File: src/pkg/cwl_pkg.sv
// Constants for the configuration word loader.
// Assumes a 24-bit program flash word and a 24-bit table access bus.
package cwl_pkg;
    localparam int unsigned CWL_ADDR_W = 24;
    localparam int unsigned CWL_WORD_W = 24;
    // Configuration space and mapped bit locations
    localparam logic [23:0] CWL_CFG_SPACE_LO = 24'h80_0000;
    localparam logic [23:0] CWL_CFG_SPACE_HI = 24'hFF_FFFF;
    localparam logic [23:0] CWL_CFG_BASE     = 24'hF8_0000;
    localparam int unsigned CWL_CFG_LOCS     = 5;
    // Where the five volatile locations sit in configuration space
    localparam logic [23:0] CWL_LOC_STEP     = 24'h00_0002;
    // Flash word addresses per memory size: word 1 and word 2
    localparam logic [23:0] CWL_W1_SZ0 = 24'h00_ABFE;
    localparam logic [23:0] CWL_W2_SZ0 = 24'h00_ABFC;
    localparam logic [23:0] CWL_W1_SZ1 = 24'h00_FFFE;
    localparam logic [23:0] CWL_W2_SZ1 = 24'h00_FFFC;
    localparam logic [23:0] CWL_W1_SZ2 = 24'h01_57FE;
    localparam logic [23:0] CWL_W2_SZ2 = 24'h01_57FC;
    // Word 1 field positions
    localparam int unsigned W1_RSV   = 15;
    localparam int unsigned W1_SCAN  = 14;
    localparam int unsigned W1_CP    = 13;
    localparam int unsigned W1_WP    = 12;
    localparam int unsigned W1_DBG   = 11;
    localparam int unsigned W1_EMU   = 10;
    localparam int unsigned W1_U9    = 9;
    localparam int unsigned W1_PAIR  = 8;
    localparam int unsigned W1_WDTEN = 7;
    localparam int unsigned W1_WIN   = 6;
    localparam int unsigned W1_U5    = 5;
    localparam int unsigned W1_PRE   = 4;
    localparam int unsigned W1_POST  = 0;
    // Implemented (program-once) bits of each word
    localparam logic [23:0] CWL_W1_IMPL = 24'h00_7DDF;
    localparam logic [23:0] CWL_W2_IMPL = 24'h00_87E3;
    // Unimplemented bits read as one in word 1 (bits 15, 9, 5); 23..16 read 0
    localparam logic [23:0] CWL_W1_ONES = 24'h00_8220;
    localparam logic [23:0] CWL_W2_ONES = 24'h00_781C;
    localparam logic [23:0] CWL_W2_UP   = 24'hFF_0000;
    localparam logic [23:0] CWL_ALL1    = 24'hFF_FFFF;
    localparam logic [2:0]  CWL_PRE_128 = 3'd7;
    localparam logic [2:0]  CWL_PRE_32  = 3'd5;
    typedef enum logic [3:0] {
        CWL_IDLE = 4'b0001,
        CWL_RD1  = 4'b0010,
        CWL_RD2  = 4'b0100,
        CWL_DONE = 4'b1000
    } cwl_state_e;
endpackage

File: src/cwl_field_decode.sv
// Decodes configuration word 1 into control levels.
// Assumes the word comes from registers in the loader.
`timescale 1ns/100ps
`default_nettype none
module cwl_field_decode
(
    input  wire logic [cwl_pkg::CWL_WORD_W-1:0] cfg_word1,
    output logic                                 scan_port_enable,
    output logic                                 code_read_protect_n,
    output logic                                 flash_write_protect_n,
    output logic                                 debug_reset_mode_n,
    output logic                                 emulation_reset_mode_n,
    output logic                                 debugger_pin_pair_sel,
    output logic                                 watchdog_enable_cfg,
    output logic                                 window_mode_off,
    output logic [2:0]                           watchdog_prescale_log2,
    output logic [3:0]                           watchdog_postscale_sel
);
    import cwl_pkg::*;
    assign scan_port_enable       = cfg_word1[W1_SCAN];
    assign code_read_protect_n    = cfg_word1[W1_CP];
    assign flash_write_protect_n  = cfg_word1[W1_WP];
    assign debug_reset_mode_n     = cfg_word1[W1_DBG];
    assign emulation_reset_mode_n = cfg_word1[W1_EMU];
    assign debugger_pin_pair_sel  = cfg_word1[W1_PAIR];
    assign watchdog_enable_cfg    = cfg_word1[W1_WDTEN];
    // Window mode only counts while the watchdog is on
    assign window_mode_off = cfg_word1[W1_WIN] | ~cfg_word1[W1_WDTEN];
    assign watchdog_prescale_log2 = cfg_word1[W1_PRE] ? CWL_PRE_128
                                                      : CWL_PRE_32;
    assign watchdog_postscale_sel = cfg_word1[W1_POST +: 4];
endmodule
`default_nettype wire

File: src/cwl_config_loader.sv
// Configuration word loader: volatile program-once cells filled from flash.
// Assumes a flash read port answering with valid within 16 cycles of a request, and a
// table access port for configuration space from the CPU.
`timescale 1ns/100ps
`default_nettype none
module cwl_config_loader
#(
    parameter logic [1:0] MEM_SIZE_SEL = 2'd2
)
(
    input  wire logic                            sys_clk,
    input  wire logic                            rst,
    input  wire logic                            por,
    output logic                                 flash_rd_req,
    output logic [cwl_pkg::CWL_ADDR_W-1:0]       flash_rd_addr,
    input  wire logic [cwl_pkg::CWL_WORD_W-1:0]  flash_rd_data,
    input  wire logic                            flash_rd_valid,
    input  wire logic                            tbl_rd,
    input  wire logic                            tbl_wr,
    input  wire logic [cwl_pkg::CWL_ADDR_W-1:0]  tbl_addr,
    input  wire logic [cwl_pkg::CWL_WORD_W-1:0]  tbl_wdata,
    output logic [cwl_pkg::CWL_WORD_W-1:0]       tbl_rdata,
    output logic                                 tbl_hit,
    output logic                                 load_done,
    output logic                                 scan_port_enable,
    output logic                                 code_read_protect_n,
    output logic                                 flash_write_protect_n,
    output logic                                 debug_reset_mode_n,
    output logic                                 emulation_reset_mode_n,
    output logic                                 debugger_pin_pair_sel,
    output logic                                 watchdog_enable_cfg,
    output logic                                 window_mode_off,
    output logic [2:0]                           watchdog_prescale_log2,
    output logic [3:0]                           watchdog_postscale_sel
);
    import cwl_pkg::*;

    cwl_state_e  state_r;
    logic [23:0] cell_r [CWL_CFG_LOCS];
    logic [23:0] locked_r [CWL_CFG_LOCS];
    logic        loaded_r;
    logic [23:0] word1_view;
    logic [23:0] word2_view;
    logic [23:0] rdata_nxt;
    logic [2:0]  loc_idx;
    logic [23:0] loc_off;
    logic        loc_ok;
    logic        in_space;

    function automatic logic [23:0] w1_addr(input logic [1:0] sz);
        case (sz)
            2'd0:    w1_addr = CWL_W1_SZ0;
            2'd1:    w1_addr = CWL_W1_SZ1;
            default: w1_addr = CWL_W1_SZ2;
        endcase
    endfunction

    function automatic logic [23:0] w2_addr(input logic [1:0] sz);
        case (sz)
            2'd0:    w2_addr = CWL_W2_SZ0;
            2'd1:    w2_addr = CWL_W2_SZ1;
            default: w2_addr = CWL_W2_SZ2;
        endcase
    endfunction

    // Program-once merge: only unlocked implemented bits may go low
    function automatic logic [23:0] po_merge(input logic [23:0] cur,
                                             input logic [23:0] lck,
                                             input logic [23:0] val,
                                             input logic [23:0] impl);
        logic [23:0] open_bits;
        open_bits = impl & ~lck;
        po_merge  = (cur & ~open_bits) | (val & open_bits);
    endfunction

    function automatic logic [23:0] po_lock(input logic [23:0] lck,
                                            input logic [23:0] val,
                                            input logic [23:0] impl);
        po_lock = lck | (impl & ~val);
    endfunction

    // Word 1 and 2 live in locations 0 and 1; 2..4 hold spare cells
    assign in_space = (tbl_addr >= CWL_CFG_SPACE_LO)
                    && (tbl_addr <= CWL_CFG_SPACE_HI);
    // Range test on the full offset: a 3-bit index alone would alias
    assign loc_off  = tbl_addr - CWL_CFG_BASE;
    assign loc_idx  = loc_off[3:1];
    assign loc_ok   = in_space && (tbl_addr >= CWL_CFG_BASE)
                    && (tbl_addr[0] == 1'b0)
                    && (loc_off[23:1] < 23'(CWL_CFG_LOCS));

    // Readback forces fixed bits; cells themselves read as stored
    assign word1_view = (cell_r[0] & CWL_W1_IMPL) | CWL_W1_ONES;
    assign word2_view = (cell_r[1] & CWL_W2_IMPL) | CWL_W2_ONES | CWL_W2_UP;

    always_ff @(posedge sys_clk)
    begin
        if (rst && por)
            state_r <= CWL_RD1;
        else if (rst)
            state_r <= CWL_DONE;
        else
        begin
            case (state_r)
                CWL_RD1:
                    if (flash_rd_valid)
                        state_r <= CWL_RD2;
                CWL_RD2:
                    if (flash_rd_valid)
                        state_r <= CWL_DONE;
                CWL_DONE:
                    state_r <= CWL_DONE;
                default:
                    state_r <= CWL_IDLE;
            endcase
        end
    end

    // Cells and lock masks; power-on returns cells to one and clears locks
    always_ff @(posedge sys_clk)
    begin
        if (rst && por)
        begin
            for (int i = 0; i < CWL_CFG_LOCS; i++)
            begin
                cell_r[i]   <= CWL_ALL1;
                locked_r[i] <= '0;
            end
        end
        else if (!rst)
        begin
            if ((state_r == CWL_RD1) && flash_rd_valid)
            begin
                cell_r[0]   <= po_merge(cell_r[0], locked_r[0],
                                        flash_rd_data, CWL_W1_IMPL);
                locked_r[0] <= po_lock(locked_r[0], flash_rd_data,
                                       CWL_W1_IMPL);
            end
            else if ((state_r == CWL_RD2) && flash_rd_valid)
            begin
                cell_r[1]   <= po_merge(cell_r[1], locked_r[1],
                                        flash_rd_data, CWL_W2_IMPL);
                locked_r[1] <= po_lock(locked_r[1], flash_rd_data,
                                       CWL_W2_IMPL);
            end
            else if (tbl_wr && loc_ok && loaded_r && (state_r == CWL_DONE))
            begin
                // Already programmed bits are held: no error, no change
                cell_r[loc_idx]   <= po_merge(cell_r[loc_idx],
                                              locked_r[loc_idx], tbl_wdata,
                                              (loc_idx == 3'd1) ? CWL_W2_IMPL
                                                                : CWL_W1_IMPL);
                locked_r[loc_idx] <= po_lock(locked_r[loc_idx], tbl_wdata,
                                             (loc_idx == 3'd1) ? CWL_W2_IMPL
                                                               : CWL_W1_IMPL);
            end
        end
    end

    always_ff @(posedge sys_clk)
    begin
        if (rst && por)
            loaded_r <= 1'b0;
        else if ((state_r == CWL_RD2) && flash_rd_valid)
            loaded_r <= 1'b1;
    end

    always_comb
    begin
        rdata_nxt = '0;
        if (loc_idx == 3'd0)
            rdata_nxt = word1_view;
        else if (loc_idx == 3'd1)
            rdata_nxt = word2_view;
        else
            rdata_nxt = cell_r[loc_idx];
    end

    always_ff @(posedge sys_clk)
    begin
        if (rst)
        begin
            tbl_rdata <= '0;
            tbl_hit   <= 1'b0;
        end
        else
        begin
            tbl_hit <= (tbl_rd | tbl_wr) & loc_ok;
            if (tbl_rd && loc_ok)
                tbl_rdata <= rdata_nxt;
            else if (tbl_rd)
                tbl_rdata <= '0;
        end
    end

    assign flash_rd_req  = (state_r == CWL_RD1) || (state_r == CWL_RD2);
    assign flash_rd_addr = (state_r == CWL_RD2) ? w2_addr(MEM_SIZE_SEL)
                                                : w1_addr(MEM_SIZE_SEL);
    assign load_done     = (state_r == CWL_DONE);

    cwl_field_decode u_decode
    (
        .cfg_word1              (word1_view),
        .scan_port_enable       (scan_port_enable),
        .code_read_protect_n    (code_read_protect_n),
        .flash_write_protect_n  (flash_write_protect_n),
        .debug_reset_mode_n     (debug_reset_mode_n),
        .emulation_reset_mode_n (emulation_reset_mode_n),
        .debugger_pin_pair_sel  (debugger_pin_pair_sel),
        .watchdog_enable_cfg    (watchdog_enable_cfg),
        .window_mode_off        (window_mode_off),
        .watchdog_prescale_log2 (watchdog_prescale_log2),
        .watchdog_postscale_sel (watchdog_postscale_sel)
    );

    // Word 2 sits one flash word below word 1 in every memory size
    localparam logic [23:0] PAIR_GAP = CWL_W1_SZ2 - CWL_W2_SZ2;
endmodule
`default_nettype wire

File: config.mk
export PLATFORM = sky130hd
export DESIGN_NAME = cwl_config_loader
export DESIGN_NICKNAME = d
export VERILOG_FILES = /design/src/pkg/cwl_pkg.sv /design/src/cwl_field_decode.sv /design/src/cwl_config_loader.sv
export SDC_FILE = /design/constraint.sdc
export NUM_CORES = 1
export LEC_CHECK = 0
export ABC_AREA = 1
export BUFFER_PORTS_ARGS = -buffer_cell sky130_fd_sc_hd__buf_2
export CAP_MARGIN = 15
export CELL_PAD_IN_SITES_DETAIL_PLACEMENT = 1
export CELL_PAD_IN_SITES_GLOBAL_PLACEMENT = 1
export CORE_MARGIN = 2
export CORE_UTILIZATION = 40
export CTS_CLUSTER_DIAMETER = 50
export DETAILED_ROUTE_END_ITERATION = 6
export PLACE_DENSITY_LB_ADDON = 0.1
export SLEW_MARGIN = 20
export SYNTH_ARGS = -nofsm -noshare
export SYNTH_HDL_FRONTEND = slang
export SYNTH_SLANG_ARGS = --single-unit
File: constraint.sdc
create_clock -name sys_clk -period 4.9 [get_ports sys_clk]
set_input_delay 1.47 -clock sys_clk [delete_from_list [all_inputs] [get_ports sys_clk]]
set_output_delay 1.47 -clock sys_clk [all_outputs]
set_load 0.1 [all_outputs]
After elaboration in Yosys (flattened, before gate mapping)
Memories as Yosys holds them, arrays and structs flattened.
Index checks and enable logic that the tools add are counted.
- flip-flop bits (word level): 30
- memory bits (writable): 240
- input port bits: 78
- output and inout port bits: 66
- word-level logic and storage cells: 108
- memories kept: 2
- add/subtract/negate cells: 1
- order comparisons: 4
- equality and inequality tests: 8
- muxes and demuxes: 38
- bitwise gates (word level): 31
- reduce and logical (&&, ||, !) cells: 19
- memory list (name ; depth ; width ; read ports ; clocked after memory_dff ; wr ports ; line ; source):
    cell_r ; 5 ; 24 ; 3 ; 0 ; 5 ; cwl_config_loader.sv:39 ; logic [23:0] cell_r [CWL_CFG_LOCS];
    locked_r ; 5 ; 24 ; 3 ; 0 ; 5 ; cwl_config_loader.sv:40 ; logic [23:0] locked_r [CWL_CFG_LOCS];
- operator list (operator ; count):
    $mux 24 ; 10
    $and 24x24->24 ; 5
    $or 24x24->24 ; 4
    $not 24->24 ; 3
    $ge 24x24->1 const B ; 2
    $reduce_or 24->1 ; 2
    $not 16->16 ; 2
    $and 16x24->24 ; 1
    $and 24x15->24 ; 1
    $and 24x16->24 ; 1
    $le 24x24->1 const B ; 1
    $not 15->24 ; 1
    $not 16->24 ; 1
    $or 24x15->24 ; 1
    $or 24x16->24 ; 1
    $sub 24x24->24 const B ; 1
    $lt 23x3->1 const B ; 1
    $mux 1 ; 19
    $mux 16 ; 1
    $not 15->15 ; 1
    $mux 4 ; 3
    $pmux 4 s3 ; 1
    $logic_and 1x1->1 ; 11
    $mux 3 ; 2
    other kinds (15) ; 25

Depth between registers and ports, before layout
- depth in word-level cells: 16
- gate-level depth with buffers: 13
- mapped depth without buffers: 11

By module
Synthesis repeated with hierarchy kept, for this count alone.
- cells, all modules: 1875
- area, all modules: 16891.2 µm²
- by module, submodules not included (module ; instances ; cells an instance ; area an instance (µm²) ; sequential area each (µm²)):
    cwl_config_loader ; 1 ; 1858 ; 16774.8 ; 10209.8
    cwl_field_decode ; 1 ; 17 ; 116.4 ; 0.0

Least setup slack after synthesis
OpenSTA, ideal clock, no wires.
- path kind: input-to-reg
- start point: input port tbl_addr[19] (netlist bit)
- end point: memory cell_r[3][0], enable pin
- library setup time: 0.398 ns
- arrival time: 3.597 ns
- data required time: 4.502 ns
- slack: 0.905 ns
- cell stages on the path: 10
- buffers on the path: 1
- cells stage by stage: inv_1 -> ha_1 -> nor2_1 -> nand3_4 -> nor2_8 -> nand4_1 -> inv_1 -> nand2_2 -> buf_2 -> nand2_1
- RTL lines (item ; line ; source):
    start, declared ; cwl_config_loader.sv:20 ; input wire logic [cwl_pkg::CWL_ADDR_W-1:0] tbl_addr,
    end, declared ; cwl_config_loader.sv:39 ;

==> impl_metrics.yaml <==
grt:
  track_usage: 0.244
  grt_max_degree: 106
  grt-ovfl-total: 0
  antenna_found_initial: 0
  grt_pass1_vias: 14100
  grt_pass1_wl_um: 80700
logic_synthesis:
  syn_inst: 1858
  synthAdderAreaFrac: 0.00148
  synthMuxAreaShare: 0
  yosys.area.top_type: "edfxtp_1"
  syn_area_um2: 16900
  synth_top_area_frac: 0.570
  synth_top_family_by_area: "simple AND/OR/NAND/NOR gates"
  ys_seq_area_frac: 0.606
  yosys_warnings: 0
  ys_types: 34
  synth_compound_area_frac: 0.0448
  synth_seq_cells: 350
  postSynthAreaPerCell_um2: 9.07
  synth-xor-area-share: 0
  ys_top_cells_by_area: "edfxtp_1 57%, nand2_1 13%, nand3_1 5.9%, nor2_1 4.6%, inv_1 4.5%"
  synth-simple-area-share: 0.260
cells_and_area:
  multiInputGateArea_um2: 5730
  diodes: 0
  regArea_um2: 10200
  fill_cells: 4892
  fin_nets: 2155
  syn2layout_area_growth_pct: 17.8
  drive_gt1_frac: 0.129
clock_network:
  clk_path_buf_depth: 3
  cts_setup_buffers: 0
  cts_resized: 0
  htreeDepth: 2
  worstSkewPairLatency_ns: 0.57
  cts_made_buffers: 48
  ctsHoldBuffers: 0
  tritoncts: "built"
  cts_sinks: 350
  ctsRootBufferMaster: "clkbuf_16"
  clk_pin_slew_ns: 0.05
timing:
  tightestPinTransition_ns: 0.853
  layout_setup_ws_ns: 1.27
  maxSlewViolCount: 0
  fmax_mhz: 275
  setup_viol: 0
  rsz0062_at_grt: "false"
  final.setup_skew_ns: 0.0165
  fin_crit_ns: 3.63
  tns_ns: 0
  timing.final.crit_share: 0.741
  slew_headroom: 0.432
  hold_viol_final: 0
floorplanning:
  die_h_um: 209
  start_util: 0.404
  die_x_um: 209
  io_pins: 144
  dieArea_um2: 43800
  num_rows: 75
  placeableCoreArea_um2: 41800
placement:
  hpwl_um: 32300
  place_congestion: 0.768
  io_buffer_count: 102
  dp_slack_ns: 0.679
route:
  num_vias: 13300
  routedWlPerCell_um: 19.8
  drtPass1Iterations: 5
  ant_nets: 0
  top_layer: "met4"
  drc_errors: 0
  wl_met3_um: 1910
  met1_length_um: 22300
  wl_met2_um: 26900
  via_per_inst: 5.03
  drt_iter0_drc: 669
  drt-total-wl_um: 52400
run:
  maxCapViolations: 0
critical_path:
  criticalPathCategory: "input port to flip-flop"
  arrival_ns: 4.03
  start_kind: "input port"
  critical_path_required_ns: 5.30
  worstPathMaxFanout: 26
  end_kind: "flip-flop"
hold_path:
  hp-class: "flip-flop to flip-flop"
pwr:
  power_density_nw_per_um2: 380
  ir_worst_vdd_uv: 238
  p_leak_uw: 0.00848
run_status:
  status: "complete, no violations"
final cells by class:
| type | instances | share of cell area |
|---|---|---|
| inverter | 211 | 0.0400 |
| multi-input combinational | 1324 | 0.289 |
| clock inverter | 24 | 0.00920 |
| timing repair buffer | 140 | 0.0446 |
| clock buffer | 64 | 0.0692 |
| sequential | 350 | 0.514 |
| tap | 539 | 0.0340 |
path summary, 6_finish.rpt:
kind / slack, ns / end / depth (start not counted) / startpoint
max: 1.27 / locked_r[4][9]$_SDFFCE_PN0P_ / 9 / tbl_addr[2]
min: 0.46 / tbl_rdata[22]$_SDFFE_PP0P_ / 2 / tbl_rdata[22]$_SDFFE_PP0P_
max reg2reg: 2.64 / locked_r[2][13]$_SDFFCE_PN0P_ / 9 / state_r[2]$_SDFFE_PP0P_
min reg2reg: 0.46 / tbl_rdata[22]$_SDFFE_PP0P_ / 2 / tbl_rdata[22]$_SDFFE_PP0P_
cell families after synthesis:
logic type | count (synthesis)
fa+ha+maj | 2
compound gates | 147
flops | 350
buf+inv | 327
other cells | 2
simple gates | 1030
layer usage:
layer | GRT usage | vias to the layer above
li1 | - | 6324
met1 | 0.304 | 6690
met2 | 0.442 | 244
met3 | 0.0283 | 81
met4 | 0.0756 | 0
met5 | 0 | -
registers in the layout (all words and copies together) (netlist names):
name       flops
locked_r     128
tbl_rdata     24
state_r        4
cell_r       192
tbl_hit        1
loaded_r       1
critical path, cell delays in order:
cell and delay [ns]:
buf_2 0.19, inv_2 0.32, nand2_1 0.26, nor2_4 0.53, inv_2 0.45, or2_2 0.40
nand3_2 0.14, inv_1 0.10, nor2_1 0.15
cells in the final DEF (no fill, tap or decap), types with 10 or more instances in the layout:
cell type / Yosys / layout
a21oi_1: 89 / 89
conb_1: 2 / 145
clkbuf_16: 0 / 50
nor2_1: 208 / 206
dfxtp_1: 30 / 30
nand2_2: 11 / 14
buf_4: 41 / 32
o21ai_0: 40 / 40
buf_2: 52 / 101
nand3_1: 198 / 198
inv_1: 202 / 202
nand3b_1: 10 / 10
o21ai_1: 10 / 10
nand2_1: 562 / 559
edfxtp_1: 320 / 320
Yosys cell counts (all sizes together):
cell,number
nand2,573
edfxtp,320
nor2,220
inv,211
nand3,206
buf,99
a21oi,89
o21ai,50
dfxtp,30
clkbuf,17
nand3b,10
nand4,9
or2,9
o21a,8
conb,2
ha,2
nor3,2
and2,1
where the power goes:
group          leakage, uW  switching [uW]  internal, uW
clock             0.000757            1350          2030
combinational      0.00478             567           154
sequential         0.00294            33.9          3400
per-stage QoR:
stage	hold slack, ns	total power, uW	area [um^2]	std cells	util
after floorplan	0.441	4000	17400	2001	-
final	0.464	7540	19900	2652	0.475
after global routing	0.496	7800	19900	2652	0.475
after global placement	0.454	4190	18300	2564	0.438
after CTS	0.465	7610	19900	2652	0.475
after detailed placement	0.457	4220	18300	2564	0.438
No activity file was read; power rests on OpenSTA's default activity.
